**src/inc/spc_cfg.svh**
```systemverilog
// register map, field positions, mode codes and step counts of the serial port control block
// Function
// - master buffer write while busy flags collision
// - slave buffer write mid-shift flags collision
// - slave byte into full buffer: overflow, discarded
// - overflow never set in master modes
// - enable hands spi pins to port
// - enable hands sda and scl to port
// - spi idle clock level follows polarity bit
// - i2c slave: polarity bit clear holds scl
// - spi master clock rate per mode code
// - spi slave with or without select
// - i2c slave codes, 7/10 bit, irq variants
// - i2c master scl from divider
// - firmware master code, reserved codes idle
// - general call address raises event when enabled
// - ack status reads one on no-ack
// - ack sequence sends ack value, self clears
// - start, restart, stop requests self clear
// - slave stretch enable clears release bit
// - busy master ignores requests and buffer writes
// - ack phase flag: eighth fall to ninth rise
// - start and stop events gated by enables, always raised in the i2c slave irq codes
// - overwrite enable replaces buffer anyway
// - buffer full set on receive, cleared on read
`ifndef SPC_CFG_SVH
`define SPC_CFG_SVH
// ==========================================
// register byte addresses
`define SPC_A_CON1 8'h00
`define SPC_A_CON2 8'h04
`define SPC_A_CON3 8'h08
`define SPC_A_BUF 8'h0c
`define SPC_A_DIV 8'h10
`define SPC_A_STAT 8'h14
`define SPC_RST8 8'h00
// ==========================================
// field positions
`define SPC_B7 7
`define SPC_B6 6
`define SPC_B5 5
`define SPC_B4 4
`define SPC_B3 3
`define SPC_B2 2
`define SPC_B1 1
`define SPC_B0 0
// ==========================================
// mode codes
`define SPC_M_SPI4 4'h0
`define SPC_M_SPI16 4'h1
`define SPC_M_SPI64 4'h2
`define SPC_M_SPITMR 4'h3
`define SPC_M_SPISL 4'h4
`define SPC_M_SPISLNS 4'h5
`define SPC_M_I2CMST 4'h8
`define SPC_M_SPIDIV 4'ha
`define SPC_M_I2CFW 4'hb
// ==========================================
// step and bit counts
`define SPC_GC_ADDR 8'h00
`define SPC_DIV16 8'h03
`define SPC_DIV64 8'h0f
`define SPC_PH_SAMPLE 2'h2
`define SPC_PH_LAST 2'h3
`define SPC_BIT_LAST 4'h7
`define SPC_BIT_ACK 4'h8
`define SPC_SCNT_IDLE 4'hf
`endif

```
**src/inc/spc_pkg.sv**
```systemverilog
// types of the serial port control block
package spc_pkg;
  typedef enum logic [2:0] {ST_IDLE, ST_SPI, ST_START, ST_RSTART, ST_STOP, ST_BYTE, ST_ACK} spc_state_e;
  typedef struct packed {
    logic write_collision_flag; logic ov; logic en; logic clock_polarity_release; logic [3:0] mode;
    logic general_call_enable; logic ack_received_status; logic ack_value_to_send; logic ack_sequence_request; logic master_receive_request; logic stop_request; logic restart_request; logic start_request_or_stretch_enable;
    logic ack_ph; logic pcie; logic start_irq_enable; logic buffer_overwrite_enable; logic [3:0] con3_low;
    logic [7:0] buf_d; logic [7:0] sr; logic [7:0] div; logic bf;
    spc_state_e st; logic [1:0] ph; logic [3:0] bitn; logic [8:0] brg; logic rx;
    logic scl_low; logic sda_low; logic sck_o;
    logic prev_scl; logic prev_sda; logic prev_sck; logic [3:0] scnt; logic addr_byte; logic evt;
  } spc_state_s;
endpackage

```
**src/rtl/spc_ctrl.sv**
```systemverilog
// serial port control: apb registers, spi master/slave and i2c master/slave engine
`timescale 1ns/100ps
`include "spc_cfg.svh"
module spc_ctrl (
  input wire logic i_clk,
  input wire logic i_rst_n,
  input wire logic i_psel,
  input wire logic i_penable,
  input wire logic i_pwrite,
  input wire logic [7:0] i_paddr,
  input wire logic [31:0] i_pwdata,
  output logic [31:0] o_prdata,
  output logic o_pready,
  output logic o_pslverr,
  input wire logic i_timer_two_period_match,
  input wire logic i_spi_clock_pin,
  input wire logic i_spi_data_in_pin,
  input wire logic i_spi_select_pin_n,
  input wire logic i_scl_in,
  input wire logic i_sda_in,
  output logic o_spi_clock_pin,
  output logic o_spi_clock_oe,
  output logic o_spi_data_out_pin,
  output logic o_spi_data_out_oe,
  output logic o_scl_out,
  output logic o_scl_oe,
  output logic o_sda_out,
  output logic o_sda_oe,
  output logic o_spi_pins_owned,
  output logic o_select_pin_owned,
  output logic o_i2c_pins_owned,
  output logic o_port_event
);
  import spc_pkg::*;

  spc_state_s q_reg;
  spc_state_s d_next;

  // ==========================================
  // mode decode
  function automatic logic is_spi_mst(input logic [3:0] m);
    is_spi_mst = (m <= `SPC_M_SPITMR) || (m == `SPC_M_SPIDIV);
  endfunction

  function automatic logic is_spi_sl(input logic [3:0] m);
    is_spi_sl = (m == `SPC_M_SPISL) || (m == `SPC_M_SPISLNS);
  endfunction

  function automatic logic is_i2c_mst(input logic [3:0] m);
    is_i2c_mst = (m == `SPC_M_I2CMST) || (m == `SPC_M_I2CFW);
  endfunction

  // 0110, 0111, 1110, 1111; reserved codes decode to nothing
  function automatic logic is_i2c_sl(input logic [3:0] m);
    is_i2c_sl = (m[2:1] == 2'h3);
  endfunction

  // spi ticks are half periods, i2c ticks quarter periods
  function automatic logic [8:0] brg_reload(input logic [3:0] m, input logic [7:0] dv);
    case (m)
      `SPC_M_SPI4: brg_reload = 9'h1;
      `SPC_M_SPI16: brg_reload = {`SPC_DIV16, 1'b1};
      `SPC_M_SPI64: brg_reload = {`SPC_DIV64, 1'b1};
      `SPC_M_SPIDIV: brg_reload = {dv, 1'b1};
      default: brg_reload = {1'b0, dv};
    endcase
  endfunction

  logic wr;
  logic rd;
  logic tick;
  logic rx_done;
  logic i2c_mode;
  logic mst_busy;
  logic scl_rise;
  logic scl_fall;
  logic sck_trail;

  assign wr = i_psel && i_penable && i_pwrite;
  assign rd = i_psel && i_penable && !i_pwrite;
  assign i2c_mode = is_i2c_mst(q_reg.mode) || is_i2c_sl(q_reg.mode);
  // idle means no step running and no request pending
  assign mst_busy = (q_reg.st != ST_IDLE) || q_reg.ack_sequence_request || q_reg.master_receive_request || q_reg.stop_request || q_reg.restart_request || q_reg.start_request_or_stretch_enable;
  assign scl_rise = !q_reg.prev_scl && i_scl_in;
  assign scl_fall = q_reg.prev_scl && !i_scl_in;
  // trailing edge: clock returns to its idle level
  assign sck_trail = (q_reg.prev_sck != q_reg.clock_polarity_release) && (i_spi_clock_pin == q_reg.clock_polarity_release);

  // ==========================================
  // apb slave: zero wait, error on unmapped address
  assign o_pready = 1'b1;
  always_comb begin
    o_prdata = 32'h0;
    o_pslverr = 1'b0;
    case (i_paddr)
      `SPC_A_CON1: o_prdata[7:0] = {q_reg.write_collision_flag, q_reg.ov, q_reg.en, q_reg.clock_polarity_release, q_reg.mode};
      `SPC_A_CON2: o_prdata[7:0] = {q_reg.general_call_enable, q_reg.ack_received_status, q_reg.ack_value_to_send, q_reg.ack_sequence_request,
                                    q_reg.master_receive_request, q_reg.stop_request, q_reg.restart_request, q_reg.start_request_or_stretch_enable};
      `SPC_A_CON3: o_prdata[7:0] = {q_reg.ack_ph, q_reg.pcie, q_reg.start_irq_enable, q_reg.buffer_overwrite_enable, q_reg.con3_low};
      `SPC_A_BUF: o_prdata[7:0] = q_reg.buf_d;
      `SPC_A_DIV: o_prdata[7:0] = q_reg.div;
      `SPC_A_STAT: o_prdata[1:0] = {q_reg.st != ST_IDLE, q_reg.bf};
      default: o_pslverr = i_psel && i_penable;
    endcase
  end

  // ==========================================
  // next state: software first, hardware after so a hardware update beats a software write
  always_comb begin
    d_next = q_reg;
    tick = 1'b0;
    rx_done = 1'b0;
    d_next.evt = 1'b0;
    d_next.prev_scl = i_scl_in;
    d_next.prev_sda = i_sda_in;
    d_next.prev_sck = i_spi_clock_pin;
    // divider runs only while a step is active
    if (q_reg.st == ST_IDLE) begin
      d_next.brg = brg_reload(q_reg.mode, q_reg.div);
    end else if (q_reg.mode == `SPC_M_SPITMR) begin
      tick = i_timer_two_period_match;
    end else if (q_reg.brg == 9'h0) begin
      tick = 1'b1;
      d_next.brg = brg_reload(q_reg.mode, q_reg.div);
    end else begin
      d_next.brg = q_reg.brg - 9'h1;
    end
    if (wr) begin
      case (i_paddr)
        `SPC_A_CON1: begin
          d_next.write_collision_flag = q_reg.write_collision_flag && i_pwdata[`SPC_B7];
          d_next.ov = q_reg.ov && i_pwdata[`SPC_B6];
          d_next.en = i_pwdata[`SPC_B5];
          d_next.clock_polarity_release = i_pwdata[`SPC_B4];
          d_next.mode = i_pwdata[3:0];
        end
        `SPC_A_CON2: begin
          d_next.general_call_enable = i_pwdata[`SPC_B7];
          d_next.ack_value_to_send = i_pwdata[`SPC_B5];
          if (!(is_i2c_mst(q_reg.mode) && mst_busy)) begin
            d_next.ack_sequence_request = i_pwdata[`SPC_B4];
            d_next.master_receive_request = i_pwdata[`SPC_B3];
            d_next.stop_request = i_pwdata[`SPC_B2];
            d_next.restart_request = i_pwdata[`SPC_B1];
            d_next.start_request_or_stretch_enable = i_pwdata[`SPC_B0];
          end
        end
        `SPC_A_CON3: begin
          d_next.pcie = i_pwdata[`SPC_B6];
          d_next.start_irq_enable = i_pwdata[`SPC_B5];
          d_next.buffer_overwrite_enable = i_pwdata[`SPC_B4];
          d_next.con3_low = i_pwdata[3:0];
        end
        `SPC_A_DIV: d_next.div = i_pwdata[7:0];
        `SPC_A_BUF: begin
          if ((is_spi_mst(q_reg.mode) || is_i2c_mst(q_reg.mode)) && mst_busy) begin
            d_next.write_collision_flag = 1'b1;
          end else if ((is_spi_sl(q_reg.mode) && q_reg.bitn != 4'h0) ||
                       (is_i2c_sl(q_reg.mode) && q_reg.scnt != 4'h0 && q_reg.scnt != `SPC_SCNT_IDLE)) begin
            d_next.write_collision_flag = 1'b1;
          end else begin
            d_next.sr = i_pwdata[7:0];
            d_next.ph = 2'h0;
            d_next.bitn = 4'h0;
            if (q_reg.en && is_spi_mst(q_reg.mode)) begin
              d_next.st = ST_SPI;
            end else if (q_reg.en && q_reg.mode == `SPC_M_I2CMST) begin
              d_next.st = ST_BYTE;
              d_next.rx = 1'b0;
              d_next.bf = 1'b1; // transmit in progress
            end
          end
        end
        default: ;
      endcase
    end
    if (rd && i_paddr == `SPC_A_BUF) begin
      d_next.bf = 1'b0;
    end
    // master sequencer, an i2c step of four quarter ticks, an spi bit of two half ticks
    case (q_reg.st)
      ST_IDLE: begin
        d_next.ph = 2'h0;
        if (q_reg.en && q_reg.mode == `SPC_M_I2CMST) begin // firmware master runs no steps
          d_next.bitn = 4'h0;
          if (q_reg.start_request_or_stretch_enable) begin
            d_next.st = ST_START;
          end else if (q_reg.restart_request) begin
            d_next.st = ST_RSTART;
          end else if (q_reg.stop_request) begin
            d_next.st = ST_STOP;
          end else if (q_reg.master_receive_request) begin
            d_next.st = ST_BYTE;
            d_next.rx = 1'b1;
          end else if (q_reg.ack_sequence_request) begin
            d_next.st = ST_ACK;
          end
        end
      end
      ST_SPI: begin
        if (tick) begin
          d_next.ph = q_reg.ph + 2'h1;
          if (q_reg.ph != 2'h0) begin
            d_next.ph = 2'h0;
            d_next.sr = {q_reg.sr[6:0], i_spi_data_in_pin};
            d_next.bitn = q_reg.bitn + 4'h1;
            if (q_reg.bitn == `SPC_BIT_LAST) begin
              d_next.st = ST_IDLE;
              d_next.bitn = 4'h0;
              rx_done = 1'b1;
            end
          end
        end
      end
      default: begin
        if (tick) begin
          d_next.ph = q_reg.ph + 2'h1;
          if (q_reg.st == ST_BYTE && q_reg.ph == `SPC_PH_SAMPLE) begin
            if (q_reg.bitn == `SPC_BIT_ACK) begin
              d_next.ack_received_status = i_sda_in;
            end else begin
              d_next.sr = {q_reg.sr[6:0], i_sda_in};
            end
          end
          if (q_reg.ph == `SPC_PH_LAST) begin
            d_next.st = ST_IDLE;
            d_next.bitn = q_reg.bitn + 4'h1;
            case (q_reg.st)
              ST_START: d_next.start_request_or_stretch_enable = 1'b0;
              ST_RSTART: d_next.restart_request = 1'b0;
              ST_STOP: d_next.stop_request = 1'b0;
              ST_ACK: d_next.ack_sequence_request = 1'b0;
              default: begin
                if (q_reg.rx && q_reg.bitn == `SPC_BIT_LAST) begin
                  d_next.master_receive_request = 1'b0;
                  rx_done = 1'b1;
                end else if (!q_reg.rx && q_reg.bitn == `SPC_BIT_ACK) begin
                  d_next.bf = 1'b0;
                end else begin
                  d_next.st = ST_BYTE;
                end
              end
            endcase
          end
        end
      end
    endcase
    // spi slave shifts on the trailing edge while selected, or on every trailing edge in the no-select code
    if (q_reg.en && is_spi_sl(q_reg.mode) && sck_trail &&
        (q_reg.mode == `SPC_M_SPISLNS || !i_spi_select_pin_n)) begin
      d_next.sr = {q_reg.sr[6:0], i_spi_data_in_pin};
      d_next.bitn = q_reg.bitn + 4'h1;
      if (q_reg.bitn == `SPC_BIT_LAST) begin
        d_next.bitn = 4'h0;
        rx_done = 1'b1;
      end
    end
    // i2c bus monitor: conditions, bit count, ack phase, slave receive
    if (q_reg.en && i2c_mode) begin
      if (q_reg.prev_scl && i_scl_in && q_reg.prev_sda != i_sda_in) begin
        // the condition's own scl fall wraps this to zero, it is no data clock
        d_next.scnt = `SPC_SCNT_IDLE;
        d_next.addr_byte = !i_sda_in;
        d_next.ack_ph = 1'b0;
        if (i_sda_in) begin
          d_next.evt = q_reg.pcie || (is_i2c_sl(q_reg.mode) && q_reg.mode[3]);
        end else begin
          d_next.evt = q_reg.start_irq_enable || (is_i2c_sl(q_reg.mode) && q_reg.mode[3]);
        end
      end else if (scl_rise) begin
        if (q_reg.scnt == `SPC_BIT_ACK) begin
          d_next.ack_ph = 1'b0;
        end else if (is_i2c_sl(q_reg.mode)) begin
          d_next.sr = {q_reg.sr[6:0], i_sda_in};
        end
      end else if (scl_fall) begin
        d_next.scnt = (q_reg.scnt == `SPC_BIT_ACK) ? 4'h0 : q_reg.scnt + 4'h1;
        if (q_reg.scnt == `SPC_BIT_LAST) begin
          d_next.ack_ph = 1'b1;
          if (is_i2c_sl(q_reg.mode)) begin
            d_next.addr_byte = 1'b0;
            rx_done = 1'b1;
            if (q_reg.addr_byte && q_reg.general_call_enable && q_reg.sr == `SPC_GC_ADDR) begin
              d_next.evt = 1'b1;
            end
            if (q_reg.start_request_or_stretch_enable) begin
              d_next.clock_polarity_release = 1'b0;
            end
          end
        end
      end
    end
    // completed byte into the buffer
    if (rx_done) begin
      if (is_spi_mst(q_reg.mode) || is_i2c_mst(q_reg.mode)) begin
        d_next.buf_d = d_next.sr; // master never overflows
        d_next.bf = 1'b1;
      end else begin
        if (!q_reg.bf || q_reg.buffer_overwrite_enable) begin
          d_next.buf_d = d_next.sr;
        end
        d_next.ov = q_reg.ov || q_reg.bf;
        d_next.bf = 1'b1;
      end
    end
    // open-drain pull-downs per step and quarter
    case (d_next.st)
      ST_START: begin
        d_next.sda_low = d_next.ph >= `SPC_PH_SAMPLE;
        d_next.scl_low = d_next.ph == `SPC_PH_LAST;
      end
      ST_RSTART: begin
        d_next.sda_low = d_next.ph >= `SPC_PH_SAMPLE;
        d_next.scl_low = d_next.ph == 2'h0 || d_next.ph == `SPC_PH_LAST;
      end
      ST_STOP: begin
        d_next.sda_low = d_next.ph != `SPC_PH_LAST;
        d_next.scl_low = d_next.ph == 2'h0;
      end
      ST_BYTE: begin
        d_next.sda_low = !d_next.rx && d_next.bitn != `SPC_BIT_ACK && !d_next.sr[7];
        d_next.scl_low = d_next.ph == 2'h0 || d_next.ph == `SPC_PH_LAST;
      end
      ST_ACK: begin
        d_next.sda_low = !q_reg.ack_value_to_send;
        d_next.scl_low = d_next.ph == 2'h0 || d_next.ph == `SPC_PH_LAST;
      end
      default: ;
    endcase
    if (!q_reg.en) begin
      d_next.st = ST_IDLE;
      d_next.scl_low = 1'b0;
      d_next.sda_low = 1'b0;
      d_next.scnt = 4'h0;
    end
    // spi clock after the enable override, so a dropped transfer idles at once
    d_next.sck_o = d_next.clock_polarity_release ^ (d_next.st == ST_SPI && d_next.ph == 2'h0);
  end

  // ==========================================
  // state register
  always_ff @(posedge i_clk or negedge i_rst_n) begin
    if (!i_rst_n) begin
      q_reg <= '0;
    end else begin
      q_reg <= d_next;
    end
  end

  // ==========================================
  // pins: a cleared enable gives every pin back to general i/o
  assign o_spi_pins_owned = q_reg.en && (is_spi_mst(q_reg.mode) || is_spi_sl(q_reg.mode));
  assign o_select_pin_owned = q_reg.en && q_reg.mode == `SPC_M_SPISL;
  assign o_i2c_pins_owned = q_reg.en && i2c_mode;
  assign o_spi_clock_pin = q_reg.sck_o;
  assign o_spi_clock_oe = q_reg.en && is_spi_mst(q_reg.mode);
  assign o_spi_data_out_pin = q_reg.sr[7];
  assign o_spi_data_out_oe = o_spi_pins_owned && (is_spi_mst(q_reg.mode) || !i_spi_select_pin_n ||
                             q_reg.mode == `SPC_M_SPISLNS);
  assign o_scl_out = 1'b0;
  assign o_sda_out = 1'b0;
  // slave hold on a cleared release bit; the bit means nothing to the master
  assign o_scl_oe = o_i2c_pins_owned && (q_reg.scl_low || (is_i2c_sl(q_reg.mode) && !q_reg.clock_polarity_release));
  assign o_sda_oe = o_i2c_pins_owned && q_reg.sda_low;
  assign o_port_event = q_reg.evt;
endmodule

```
**config.mk**
```make
export PLATFORM = sky130hd
export DESIGN_NAME = spc_ctrl
export DESIGN_NICKNAME = d
export VERILOG_FILES = /design/src/inc/spc_pkg.sv /design/src/rtl/spc_ctrl.sv
export VERILOG_INCLUDE_DIRS = /design/src /design/src/inc
export SDC_FILE = /design/constraint.sdc
export NUM_CORES = 1
export LEC_CHECK = 0
export ABC_AREA = 1
export BUFFER_PORTS_ARGS = -buffer_cell sky130_fd_sc_hd__clkbuf_2
export CORE_MARGIN = 2
export CORE_UTILIZATION = 40
export CTS_BUF_LIST = sky130_fd_sc_hd__clkbuf_2 sky130_fd_sc_hd__clkbuf_4 sky130_fd_sc_hd__clkbuf_8
export CTS_CLUSTER_DIAMETER = 40
export DETAILED_ROUTE_END_ITERATION = 10
export GPL_TIMING_DRIVEN = 0
export PLACE_DENSITY = 0.71
export SYNTH_ARGS = -nofsm -noshare
export SYNTH_HDL_FRONTEND = slang
export SYNTH_SLANG_ARGS = --single-unit
```
**constraint.sdc**
```tcl
create_clock -name i_clk -period 4.1 [get_ports i_clk]
set_input_delay 0.41 -clock i_clk [delete_from_list [all_inputs] [get_ports i_clk]]
set_output_delay 0.41 -clock i_clk [all_outputs]
set_load 0.05 [all_outputs]
```
==> impl_metrics.prom, run 1 <==
# TYPE chip_impl_metric gauge
chip_impl_info{name="run_status",value="finished, final reports clean"} 1
chip_impl_metric{name="die_w",unit="um"} 122
chip_impl_metric{name="totalNegativeSetupSlack",unit="ns"} 0
chip_impl_metric{name="p_per_area",unit="nW/um^2"} 262
chip_impl_metric{name="multiInputGateArea",unit="um^2"} 2990
chip_impl_metric{name="place_congestion",unit=""} 0.915
chip_impl_info{name="synth_area_leader_cell",value="sky130_fd_sc_hd__dfrtp_1"} 1
chip_impl_metric{name="number_of_synthesized_register_bits",unit=""} 80
chip_impl_metric{name="period_minus_slack",unit="ns"} 3.20
chip_impl_metric{name="critical_path.max_fanout",unit=""} 10
chip_impl_metric{name="dpl.cell_count",unit=""} 1028
chip_impl_metric{name="report.final.slew_viol_count",unit=""} 0
chip_impl_metric{name="vias_per_cell",unit=""} 5.14
chip_impl_metric{name="grt.total_usage",unit="%"} 22.1
chip_impl_metric{name="placed_area",unit="um^2"} 6180
chip_impl_metric{name="worst_pin_slew",unit="ns"} 0.730
chip_impl_metric{name="initial_core_utilization",unit="%"} 40.7
chip_impl_metric{name="finalWirelength",unit="mm"} 15.6
chip_impl_metric{name="drt_drc_violations_left",unit=""} 0
chip_impl_metric{name="async_set_or_reset_register_ratio_after_synthesis",unit="%"} 100
chip_impl_metric{name="final_antenna_net_count",unit=""} 0
chip_impl_metric{name="hpwl",unit="mm"} 11.9
chip_impl_metric{name="detail_route.iter0.violations",unit=""} 403
chip_impl_metric{name="die-area",unit="um^2"} 15000
chip_impl_metric{name="finish.instance_area",unit="um^2"} 6420
chip_impl_metric{name="report.power.total",unit="mW"} 1.68
chip_impl_info{name="end_kind",value="flop"} 1
chip_impl_metric{name="worst_skew_pair.late_latency",unit="ns"} 0.39
chip_impl_metric{name="clkSlewWorstSetupHoldPaths",unit="ns"} 0.09
chip_impl_info{name="worstHoldStart",value="i_spi_clock_pin"} 1
chip_impl_metric{name="top_level_ports",unit=""} 97
chip_impl_metric{name="yosys_warnings",unit=""} 0
chip_impl_metric{name="core.rowCount",unit=""} 43
chip_impl_metric{name="syn-cell-area",unit="um^2"} 5610
chip_impl_metric{name="dieHeight",unit="um"} 122
chip_impl_metric{name="total_leakage_power",unit="nW"} 3.37
chip_impl_metric{name="worst_ep_required_time",unit="ns"} 4.35
chip_impl_info{name="criticalPathCategory",value="flop to flop"} 1
chip_impl_metric{name="largest_net_degree_at_the_start_of_global_routing",unit=""} 62
chip_impl_metric{name="seq_area_frac_synth",unit="%"} 35.7
chip_impl_metric{name="grt_first_pass_wirelength",unit="mm"} 25.2
chip_impl_metric{name="slew_headroom",unit="%"} 51.2
chip_impl_metric{name="antenna_found_initial",unit=""} 0
chip_impl_info{name="most-common-layout-cells",value="sky130_fd_sc_hd__nand2_1 (186), sky130_fd_sc_hd__inv_1 (110), sky130_fd_sc_hd__dfrtp_1 (80)"} 1
chip_impl_metric{name="flip_flop_count_of_the_largest_register_all_copies_and_words_added",unit=""} 77
chip_impl_metric{name="syn_avg_cell_area",unit="um^2"} 7.22
chip_impl_metric{name="synth_enable_flop_cells",unit=""} 0
chip_impl_metric{name="fill_cells",unit=""} 1419
chip_impl_metric{name="vdd_ir_drop_max",unit="mV"} 0.292
chip_impl_metric{name="wl_cell",unit="um"} 15.0
chip_impl_metric{name="setup_viol",unit=""} 0
chip_impl_metric{name="diodes",unit=""} 0
chip_impl_info{name="layout.cells.most_common",value="sky130_fd_sc_hd__nand2_1"} 1
chip_impl_metric{name="synth_to_layout_area_growth",unit="%"} 14.4
chip_impl_metric{name="grt-ovfl-total",unit=""} 0
chip_impl_metric{name="cts-buffers-inserted",unit=""} 9
chip_impl_metric{name="dr_total_vias",unit=""} 5369
chip_impl_metric{name="cts.htree.levels",unit=""} 3
chip_impl_metric{name="seq_area",unit="um^2"} 2000
chip_impl_info{name="critical_path.startpoint",value="q_reg[28]"} 1
chip_impl_info{name="synth_flop_cell",value="sky130_fd_sc_hd__dfrtp_1"} 1
chip_impl_metric{name="fmaxAchievable",unit="GHz"} 0.313
chip_impl_metric{name="final_cell_count_no_fill",unit=""} 1045
chip_impl_metric{name="cts_sinks",unit=""} 80
chip_impl_info{name="ctsRootBufferMaster",value="sky130_fd_sc_hd__clkbuf_8"} 1
chip_impl_info{name="setup.worst_path.start_class",value="flop"} 1
chip_impl_info{name="timing.hold.worst.class",value="input pin to flop"} 1
chip_impl_metric{name="crit_arrival",unit="ns"} 3.45
chip_impl_metric{name="synth_largest_type_area_fraction",unit="%"} 35.7
chip_impl_metric{name="layout_worst_path_cycle_share",unit="%"} 77.9
chip_impl_metric{name="post_synth_inst_count",unit=""} 777
chip_impl_metric{name="max-cap-violations",unit=""} 0
chip_impl_info{name="grt_setup_unrepaired",value="false"} 1
chip_impl_metric{name="layout.nets",unit=""} 926
chip_impl_metric{name="portBuffers",unit=""} 45
chip_impl_metric{name="timing.final.hold_violations",unit=""} 0
chip_impl_info{name="synth_top_cells_by_area",value="sky130_fd_sc_hd__dfrtp_1 (36%), sky130_fd_sc_hd__nand2_1 (12%), sky130_fd_sc_hd__inv_1 (7.4%), sky130_fd_sc_hd__o21ai_0 (5.5%), sky130_fd_sc_hd__nor2_1 (5.1%)"} 1
chip_impl_info{name="worst_r2r_startpoint",value="q_reg[28]"} 1
chip_impl_metric{name="grt_pass1_vias",unit=""} 4883
chip_impl_metric{name="skew",unit="ns"} 0.0135
chip_impl_metric{name="detail_route.first_pass.iterations",unit=""} 5
chip_impl_metric{name="finalHoldWorstSlack",unit="ns"} 0.160
chip_impl_info{name="tritoncts",value="built"} 1
chip_impl_metric{name="final_layout_size_suffix_gt1_share",unit="%"} 17.6
chip_impl_metric{name="fp.coreArea",unit="um^2"} 13800
chip_impl_metric{name="number_of_buffers_between_clock_root_and_the_deepest_sink",unit=""} 2
chip_impl_metric{name="yosys.cell_types.count",unit=""} 52
## logic make-up (layout without fill, tap and decap cells)
family	Yosys count	count (layout)	synth area share, %
buf+inv	156	219	12.7
simple gates	367	367	30.4
mux	1	1	0.178
compound gates	150	150	16.6
xor+xnor	6	6	0.937
other cells	2	27	0.134
flops	80	80	35.7
fa+ha+maj	15	15	3.35
## cells in the mapped netlist (2+ instances only)
library cell,number
sky130_fd_sc_hd__a211oi_1,2
sky130_fd_sc_hd__o31ai_1,5
sky130_fd_sc_hd__nor2_4,4
sky130_fd_sc_hd__nand3_1,34
sky130_fd_sc_hd__conb_1,2
sky130_fd_sc_hd__nor3_2,2
sky130_fd_sc_hd__nor4_1,4
sky130_fd_sc_hd__o211ai_1,4
sky130_fd_sc_hd__o21a_1,2
sky130_fd_sc_hd__nand2_2,14
sky130_fd_sc_hd__nand4_1,8
sky130_fd_sc_hd__ha_1,15
sky130_fd_sc_hd__buf_4,29
sky130_fd_sc_hd__a31oi_1,4
sky130_fd_sc_hd__nand3_2,5
sky130_fd_sc_hd__o221ai_1,6
sky130_fd_sc_hd__xor2_1,5
sky130_fd_sc_hd__a221oi_1,6
sky130_fd_sc_hd__o21ai_0,62
sky130_fd_sc_hd__inv_2,9
sky130_fd_sc_hd__a22oi_1,6
sky130_fd_sc_hd__o2111ai_1,5
sky130_fd_sc_hd__nor2_1,76
sky130_fd_sc_hd__inv_1,110
sky130_fd_sc_hd__o22ai_1,5
sky130_fd_sc_hd__dfrtp_1,80
sky130_fd_sc_hd__a21oi_1,20
sky130_fd_sc_hd__nor3_1,13
sky130_fd_sc_hd__nor2_2,7
sky130_fd_sc_hd__nand2_1,186
sky130_fd_sc_hd__nand2_4,7
sky130_fd_sc_hd__clkbuf_1,4
sky130_fd_sc_hd__o21ai_1,13
sky130_fd_sc_hd__nor2_8,2
sky130_fd_sc_hd__a21oi_2,2
sky130_fd_sc_hd__nand3b_1,3
## power breakdown
part | internal [mW] | leakage (nW) | switching (mW) | total [mW]
logic | 0.0526 | 2.25 | 0.137 | 0.190
registers | 0.800 | 1.01 | 0.0102 | 0.810
clock network | 0.354 | 0.112 | 0.327 | 0.681
## cell type report
class | count | share of cell area [%]
clock inverter | 6 | 1.44
tap | 180 | 3.51
inverter | 121 | 7.10
sequential | 80 | 31.2
clock buffer | 10 | 2.05
buffer | 35 | 4.02
timing repair buffer | 47 | 4.13
multi-input combinational | 566 | 46.6
## worst paths after layout
kind,end,slack [ns],cells past startpoint
hold reg to reg,q_reg[59],0.49,2
setup / recovery,o_spi_clock_pin,0.90,16
max in group asynchronous,q_reg[43],3.01,3
min in group asynchronous,q_reg[11],0.48,2
setup reg to reg,o_spi_clock_pin,0.90,16
hold / removal,q_reg[6],0.16,1
## metrics by stage
stage | setup WS (ns) | util (%)
after global placement | 1.05 | 44.7
after CTS | 0.979 | 46.6
after floorplan | 1.65 | -
final | 0.904 | 46.6
after global routing | 0.721 | 46.6
after detailed placement | 1.02 | 44.9
## routing by layer
layer	global-route usage [%]	wire [um]
met4	8.41	516
met2	33.0	6870
met1	31.1	7210
met3	5.25	1020
met5	0	0
## timing repair
action,CTS,global route
gates resized for setup,0,0
hold buffers,1,0
endpoints found under the setup margin,0,0
endpoints found under the hold margin,19,0
buffers inserted,0,0
## critical path: stages (launching register included)
cell	delay (ns)
sky130_fd_sc_hd__dfrtp_1	0.60
sky130_fd_sc_hd__inv_2	0.14
sky130_fd_sc_hd__nand2_4	0.16
sky130_fd_sc_hd__nor2_2	0.04
sky130_fd_sc_hd__nand2_1	0.09
sky130_fd_sc_hd__nand2_2	0.07
sky130_fd_sc_hd__nand2_2	0.13
sky130_fd_sc_hd__clkinv_2	0.09
sky130_fd_sc_hd__nand2_2	0.15
sky130_fd_sc_hd__buf_4	0.21
sky130_fd_sc_hd__a21oi_1	0.09
sky130_fd_sc_hd__a2111oi_1	0.59
sky130_fd_sc_hd__inv_1	0.10
sky130_fd_sc_hd__ha_1	0.25
sky130_fd_sc_hd__o21ai_0	0.08
sky130_fd_sc_hd__nor3_1	0.11
sky130_fd_sc_hd__xor2_1	0.16
Power figures use the tool's default switching activity.
==> run 2: changes to the inputs <==
- clock period: 4.1 -> 3 ns (I/O delays scaled with it)
==> run 2 against run 1 <==
Clock power is 38% higher. Combinational power is 37% higher. Critical path depth is 2 lower. Sequential cell count stayed put. Fmax is 11% higher. Clock skew is 0.00068 ns lower. Register-to-register slack worse by 0.77 ns. Cell area is 0.70% higher. Non-clock buffer count is 2 higher. Critical path type unchanged. Critical endpoint unchanged.
==> impl_metrics.prom, run 2 (synthesis results as in run 1) <==
# TYPE chip_impl_metric gauge
chip_impl_info{name="crit_path_cell_trace",value="nand2_1 -> inv_1 -> nand3_1 -> nand2_1 -> nor2_2 -> nand2_2 -> buf_4 -> a21oi_1 -> a2111oi_4 -> inv_1 -> ha_1 -> o21ai_0 -> nor3_2 -> xor2_1"} 1
chip_impl_metric{name="finalWirelength",unit="mm"} 15.7
chip_impl_info{name="grt_setup_unrepaired",value="false"} 1
chip_impl_metric{name="portBuffers",unit=""} 45
chip_impl_info{name="run_status",value="finished, final reports clean"} 1
chip_impl_metric{name="detail_route.iter0.violations",unit=""} 468
chip_impl_metric{name="total_leakage_power",unit="nW"} 3.37
chip_impl_metric{name="utilization",unit="%"} 46.9
chip_impl_metric{name="vias_per_cell",unit=""} 5.21
chip_impl_metric{name="dpl.cell_count",unit=""} 1028
chip_impl_metric{name="totalNegativeSetupSlack",unit="ns"} 0
chip_impl_metric{name="placed_area",unit="um^2"} 6180
chip_impl_info{name="slowest_stage",value="sky130_fd_sc_hd__dfrtp_1"} 1
chip_impl_metric{name="grt_first_pass_wirelength",unit="mm"} 25.2
chip_impl_metric{name="grt-ovfl-total",unit=""} 0
chip_impl_metric{name="initial_core_utilization",unit="%"} 40.7
chip_impl_metric{name="final_antenna_net_count",unit=""} 0
chip_impl_info{name="ctsRootBufferMaster",value="sky130_fd_sc_hd__clkbuf_8"} 1
chip_impl_metric{name="fmaxAchievable",unit="GHz"} 0.348
chip_impl_metric{name="clkSlewWorstSetupHoldPaths",unit="ns"} 0.09
chip_impl_info{name="end_kind",value="flop"} 1
chip_impl_metric{name="number_of_buffers_between_clock_root_and_the_deepest_sink",unit=""} 2
chip_impl_metric{name="critical_path.max_fanout",unit=""} 10
chip_impl_metric{name="cts.htree.levels",unit=""} 3
chip_impl_info{name="timing.hold.worst.class",value="input pin to flop"} 1
chip_impl_metric{name="worst_ep_required_time",unit="ns"} 3.26
chip_impl_metric{name="layout.nets",unit=""} 928
chip_impl_metric{name="crit_arrival",unit="ns"} 3.13
chip_impl_metric{name="fp.coreArea",unit="um^2"} 13800
chip_impl_metric{name="setup_viol",unit=""} 0
chip_impl_metric{name="p_per_area",unit="nW/um^2"} 357
chip_impl_info{name="most-common-layout-cells",value="sky130_fd_sc_hd__nand2_1 (186), sky130_fd_sc_hd__inv_1 (110), sky130_fd_sc_hd__dfrtp_1 (79)"} 1
chip_impl_metric{name="dr_total_vias",unit=""} 5458
chip_impl_metric{name="grt_pass1_vias",unit=""} 4883
chip_impl_metric{name="finalHoldWorstSlack",unit="ns"} 0.0500
chip_impl_metric{name="slew_headroom",unit="%"} 54.2
chip_impl_metric{name="report.final.slew_viol_count",unit=""} 0
chip_impl_metric{name="top_level_ports",unit=""} 97
chip_impl_metric{name="dieHeight",unit="um"} 122
chip_impl_metric{name="largest_net_degree_at_the_start_of_global_routing",unit=""} 62
chip_impl_metric{name="wl_cell",unit="um"} 15.0
chip_impl_metric{name="layout_worst_path_cycle_share",unit="%"} 95.7
chip_impl_metric{name="worst_skew_pair.late_latency",unit="ns"} 0.39
chip_impl_metric{name="die_w",unit="um"} 122
chip_impl_metric{name="fill_cells",unit=""} 1417
chip_impl_metric{name="skew",unit="ns"} 0.0128
chip_impl_metric{name="worst_pin_slew",unit="ns"} 0.685
chip_impl_metric{name="max-cap-violations",unit=""} 0
chip_impl_info{name="setup.worst_path.start_class",value="flop"} 1
chip_impl_metric{name="drt_drc_violations_left",unit=""} 0
chip_impl_metric{name="finish.instance_area",unit="um^2"} 6460
chip_impl_metric{name="vdd_ir_drop_max",unit="mV"} 0.407
chip_impl_metric{name="hpwl",unit="mm"} 11.9
chip_impl_info{name="layout.cells.most_common",value="sky130_fd_sc_hd__nand2_1"} 1
chip_impl_metric{name="diodes",unit=""} 0
chip_impl_metric{name="die-area",unit="um^2"} 15000
chip_impl_info{name="tritoncts",value="built"} 1
chip_impl_metric{name="timing.final.hold_violations",unit=""} 0
chip_impl_metric{name="cts_sinks",unit=""} 80
chip_impl_metric{name="antenna_found_initial",unit=""} 0
chip_impl_metric{name="slowest_delay",unit="ns"} 0.49
chip_impl_metric{name="core.rowCount",unit=""} 43
chip_impl_metric{name="final_cell_count_no_fill",unit=""} 1047
chip_impl_metric{name="final_layout_size_suffix_gt1_share",unit="%"} 18.3
chip_impl_metric{name="flip_flop_count_of_the_largest_register_all_copies_and_words_added",unit=""} 77
chip_impl_metric{name="grt.total_usage",unit="%"} 22.1
chip_impl_info{name="criticalPathCategory",value="flop to flop"} 1
chip_impl_metric{name="cts-buffers-inserted",unit=""} 9
chip_impl_metric{name="reg2reg_slack",unit="ns"} 0.13
chip_impl_metric{name="period_minus_slack",unit="ns"} 2.87
chip_impl_metric{name="synth_to_layout_area_growth",unit="%"} 15.2
chip_impl_metric{name="detail_route.first_pass.iterations",unit=""} 5
chip_impl_metric{name="place_congestion",unit=""} 0.915
-- run 2: critical path: cells and delay by family (launching register included) --
kind	cells	cell delay [ns]
compound gates	3	0.51
xor+xnor	1	0.15
fa+ha+maj	1	0.22
buf+inv	3	0.54
flops	1	0.49
simple gates	6	0.81
-- run 2: repair_timing --
item                                   CTS  global route
setup endpoints to repair                3             4
pin swaps                                0             2
hold buffers                             1             0
setup buffers                            0             2
gates resized for setup                  1             5
endpoints found under the hold margin   19             0
-- run 2: metrics by stage --
step,setup slack (ns),total power [mW]
finish,0.130,2.30
global route,0.0253,2.38
CTS,0.0863,2.31
detailed placement,-0.0841,1.39
global placement,-0.0496,1.38
floorplan,0.549,1.30
-- run 2: area by class of cell --
cell class | count | area, um^2 | share of cell area, %
buffer | 35 | 258 | 3.99
clock buffer | 10 | 131 | 2.03
clock inverter | 6 | 92.6 | 1.43
inverter | 121 | 455 | 7.05
multi-input combinational | 566 | 3020 | 46.7
sequential | 80 | 2000 | 31.0
tap | 180 | 225 | 3.48
timing repair buffer | 49 | 280 | 4.34
-- run 2: power breakdown --
part | switching (mW) | internal (mW)
Combinational | 0.188 | 0.0721
Sequential | 0.0140 | 1.09
Clock | 0.454 | 0.484
Total | 0.656 | 1.65
-- run 2: final timing paths --
kind / from / endpoint / cells past startpoint
min reg2reg: q_reg[59] / q_reg[59] / 2
max: q_reg[74] / o_spi_clock_pin / 14
max in group asynchronous: i_rst_n / q_reg[43] / 3
min in group asynchronous: i_rst_n / q_reg[11] / 2
min: i_spi_clock_pin / q_reg[6] / 1
max reg2reg: q_reg[74] / o_spi_clock_pin / 14
-- run 2: layer usage --
metal | up-vias | track usage, % | part of all wire (%)
met5 | - | 0 | 0
met4 | 0 | 8.41 | 3.7
met3 | 39 | 5.25 | 7.0
met2 | 222 | 33.0 | 44
met1 | 2536 | 31.1 | 46
li1 | 2661 | - | -
==> run 3: changes to the inputs <==
- CORE_MARGIN: 2 -> 5
==> run 3 against run 2 <==
Via count shrank 1.6%. Sequential power is essentially flat. Sequential cell count is the same. Clock power grew 1%. Total power grew 0.59%. Non-clock buffer count shrank 1. Cell area shrank 0.19%. Combinational power is essentially flat. Wire length grew 1.8%. Critical path depth is the same. Core utilization shrank 0.27 points. Critical path type unchanged. Critical endpoint unchanged. Largest cell class unchanged.
==> impl_metrics.prom, run 3 (synthesis results as in run 1) <==
# TYPE chip_impl_metric gauge
chip_impl_metric{name="antenna_found_initial",unit=""} 0
chip_impl_metric{name="final_layout_size_suffix_gt1_share",unit="%"} 18.1
chip_impl_metric{name="grt_pass1_vias",unit=""} 4961
chip_impl_metric{name="crit_arrival",unit="ns"} 3.11
chip_impl_metric{name="clkSlewWorstSetupHoldPaths",unit="ns"} 0.09
chip_impl_metric{name="portBuffers",unit=""} 45
chip_impl_metric{name="seq_area",unit="um^2"} 2000
chip_impl_metric{name="worst_pin_slew",unit="ns"} 0.682
chip_impl_info{name="grt_setup_unrepaired",value="false"} 1
chip_impl_metric{name="number_of_buffers_between_clock_root_and_the_deepest_sink",unit=""} 2
chip_impl_info{name="busiest_layer",value="met2"} 1
chip_impl_metric{name="cts_sinks",unit=""} 80
chip_impl_metric{name="place_congestion",unit=""} 0.924
chip_impl_metric{name="drt_drc_violations_left",unit=""} 0
chip_impl_metric{name="fp.coreArea",unit="um^2"} 13800
chip_impl_info{name="tritoncts",value="built"} 1
chip_impl_metric{name="top_level_ports",unit=""} 97
chip_impl_info{name="run_status",value="finished, final reports clean"} 1
chip_impl_metric{name="gr-usage-met3",unit="%"} 3.11
chip_impl_metric{name="final_cell_count_no_fill",unit=""} 1046
chip_impl_metric{name="core.rowCount",unit=""} 43
chip_impl_metric{name="die-area",unit="um^2"} 16500
chip_impl_metric{name="setup_viol",unit=""} 0
chip_impl_metric{name="fill_cells",unit=""} 1428
chip_impl_metric{name="grt_use_met2",unit="%"} 30.8
chip_impl_metric{name="fraction_of_met1_tracks_used_by_global_routing",unit="%"} 28.6
chip_impl_metric{name="timing.final.hold_violations",unit=""} 0
chip_impl_metric{name="layout.nets",unit=""} 927
chip_impl_metric{name="grt_first_pass_wirelength",unit="mm"} 25.9
chip_impl_metric{name="report.final.slew_viol_count",unit=""} 0
chip_impl_info{name="layout.cells.most_common",value="sky130_fd_sc_hd__nand2_1"} 1
chip_impl_metric{name="critical_path.max_fanout",unit=""} 10
chip_impl_metric{name="layout_worst_path_cycle_share",unit="%"} 94.0
chip_impl_info{name="setup.worst_path.start_class",value="flop"} 1
chip_impl_metric{name="wl_cell",unit="um"} 15.3
chip_impl_metric{name="finalWirelength",unit="mm"} 16.0
chip_impl_metric{name="worst_ep_required_time",unit="ns"} 3.29
chip_impl_metric{name="finish.instance_area",unit="um^2"} 6450
chip_impl_metric{name="dr_total_vias",unit=""} 5369
chip_impl_metric{name="initial_core_utilization",unit="%"} 40.6
chip_impl_metric{name="finalHoldWorstSlack",unit="ns"} 0.0523
chip_impl_metric{name="p_per_area",unit="nW/um^2"} 359
chip_impl_metric{name="final_antenna_net_count",unit=""} 0
chip_impl_info{name="ctsRootBufferMaster",value="sky130_fd_sc_hd__clkbuf_8"} 1
chip_impl_metric{name="dpl.cell_count",unit=""} 1028
chip_impl_metric{name="hpwl",unit="mm"} 12.3
chip_impl_metric{name="skew",unit="ns"} 0.00822
chip_impl_metric{name="die_w",unit="um"} 128
chip_impl_info{name="criticalPathCategory",value="flop to flop"} 1
chip_impl_metric{name="vdd_ir_drop_max",unit="mV"} 0.342
chip_impl_metric{name="synth_to_layout_area_growth",unit="%"} 15.0
chip_impl_metric{name="total_leakage_power",unit="nW"} 3.36
chip_impl_metric{name="flip_flop_count_of_the_largest_register_all_copies_and_words_added",unit=""} 77
chip_impl_metric{name="fmaxAchievable",unit="GHz"} 0.355
chip_impl_metric{name="vias_per_cell",unit=""} 5.13
chip_impl_metric{name="multiInputGateArea",unit="um^2"} 3010
chip_impl_metric{name="worst_skew_pair.late_latency",unit="ns"} 0.38
chip_impl_metric{name="cts-buffers-inserted",unit=""} 9
chip_impl_metric{name="detail_route.first_pass.iterations",unit=""} 8
chip_impl_metric{name="placed_area",unit="um^2"} 6180
chip_impl_metric{name="diodes",unit=""} 0
chip_impl_metric{name="max-cap-violations",unit=""} 0
chip_impl_metric{name="grt-ovfl-total",unit=""} 0
chip_impl_metric{name="period_minus_slack",unit="ns"} 2.82
chip_impl_metric{name="report.power.total",unit="mW"} 2.32
chip_impl_metric{name="largest_net_degree_at_the_start_of_global_routing",unit=""} 59
chip_impl_info{name="timing.hold.worst.class",value="input pin to flop"} 1
chip_impl_info{name="end_kind",value="flop"} 1
chip_impl_metric{name="slew_headroom",unit="%"} 54.3
chip_impl_info{name="most-common-layout-cells",value="sky130_fd_sc_hd__nand2_1 (186), sky130_fd_sc_hd__inv_1 (110), sky130_fd_sc_hd__dfrtp_1 (78)"} 1
chip_impl_metric{name="cts.htree.levels",unit=""} 3
chip_impl_metric{name="detail_route.iter0.violations",unit=""} 469
chip_impl_metric{name="grt.total_usage",unit="%"} 20.1
chip_impl_metric{name="dieHeight",unit="um"} 128
[run 3: where the power goes]
part	switching, mW	internal (mW)
Sequential	0.0143	1.09
Combinational	0.188	0.0720
Clock	0.473	0.478
Total	0.676	1.64
[run 3: critical path, stage by stage, from the launching register on]
cell and delay [ns]:
sky130_fd_sc_hd__dfrtp_1 0.47, sky130_fd_sc_hd__nand2_1 0.19, sky130_fd_sc_hd__inv_1 0.15, sky130_fd_sc_hd__nand3_1 0.17, sky130_fd_sc_hd__nand2_1 0.10, sky130_fd_sc_hd__nor2_1 0.19
sky130_fd_sc_hd__nand2_2 0.16, sky130_fd_sc_hd__buf_4 0.21, sky130_fd_sc_hd__a21oi_1 0.22, sky130_fd_sc_hd__a2111oi_4 0.08, sky130_fd_sc_hd__inv_1 0.07, sky130_fd_sc_hd__ha_1 0.17
sky130_fd_sc_hd__o21ai_0 0.09, sky130_fd_sc_hd__nor3_1 0.22, sky130_fd_sc_hd__xor2_1 0.23
[run 3: worst paths after layout]
kind | startpoint | end | slack (ns) | depth (start not counted)
worst max-delay path | q_reg[73] | o_spi_clock_pin | 0.18 | 14
worst min-delay path | i_spi_clock_pin | q_reg[6] | 0.05 | 1
min in group asynchronous | i_rst_n | q_reg[29] | 0.39 | 2
worst min register to register | q_reg[1] | q_reg[1] | 0.49 | 2
max in group asynchronous | i_rst_n | q_reg[1] | 1.98 | 3
worst max register to register | q_reg[73] | o_spi_clock_pin | 0.18 | 14
[run 3: timing repair]
| action | CTS | global route |
|---|---|---|
| setup buffers | 0 | 1 |
| setup endpoints to repair | 3 | 11 |
| hold buffers | 1 | 0 |
| gates cloned | 0 | 0 |
| gates resized for setup | 1 | 4 |
| pin swaps | 0 | 1 |
| endpoints found under the hold margin | 22 | 0 |
[run 3: final cells by class]
type                    instances  area share (%)
multi-input cells             566            46.7
flip-flops and latches         80            31.1
inverters                     121            7.06
repair buffers                 48            4.23
plain buffers                  35            4.00
well taps                     180            3.49
clock buffers                   9            1.92
clock inverters                 7            1.57
[run 3: per-stage QoR]
stage | util, % | worst slack (ns) | setup TNS, ns
detailed placement | 44.7 | -0.181 | -0.496
floorplan | - | 0.549 | 0
global placement | 44.5 | -0.148 | -0.422
global route | 46.6 | 0.0280 | 0
finish | 46.6 | 0.181 | 0
CTS | 46.5 | 0.0701 | 0
[run 3: routing by layer]
layer  vias up  share of wire [%]
met2       197                 45
met5         -                  0
met4         0                2.4
met3        24                7.1
li1       2657                  -
met1      2491                 45
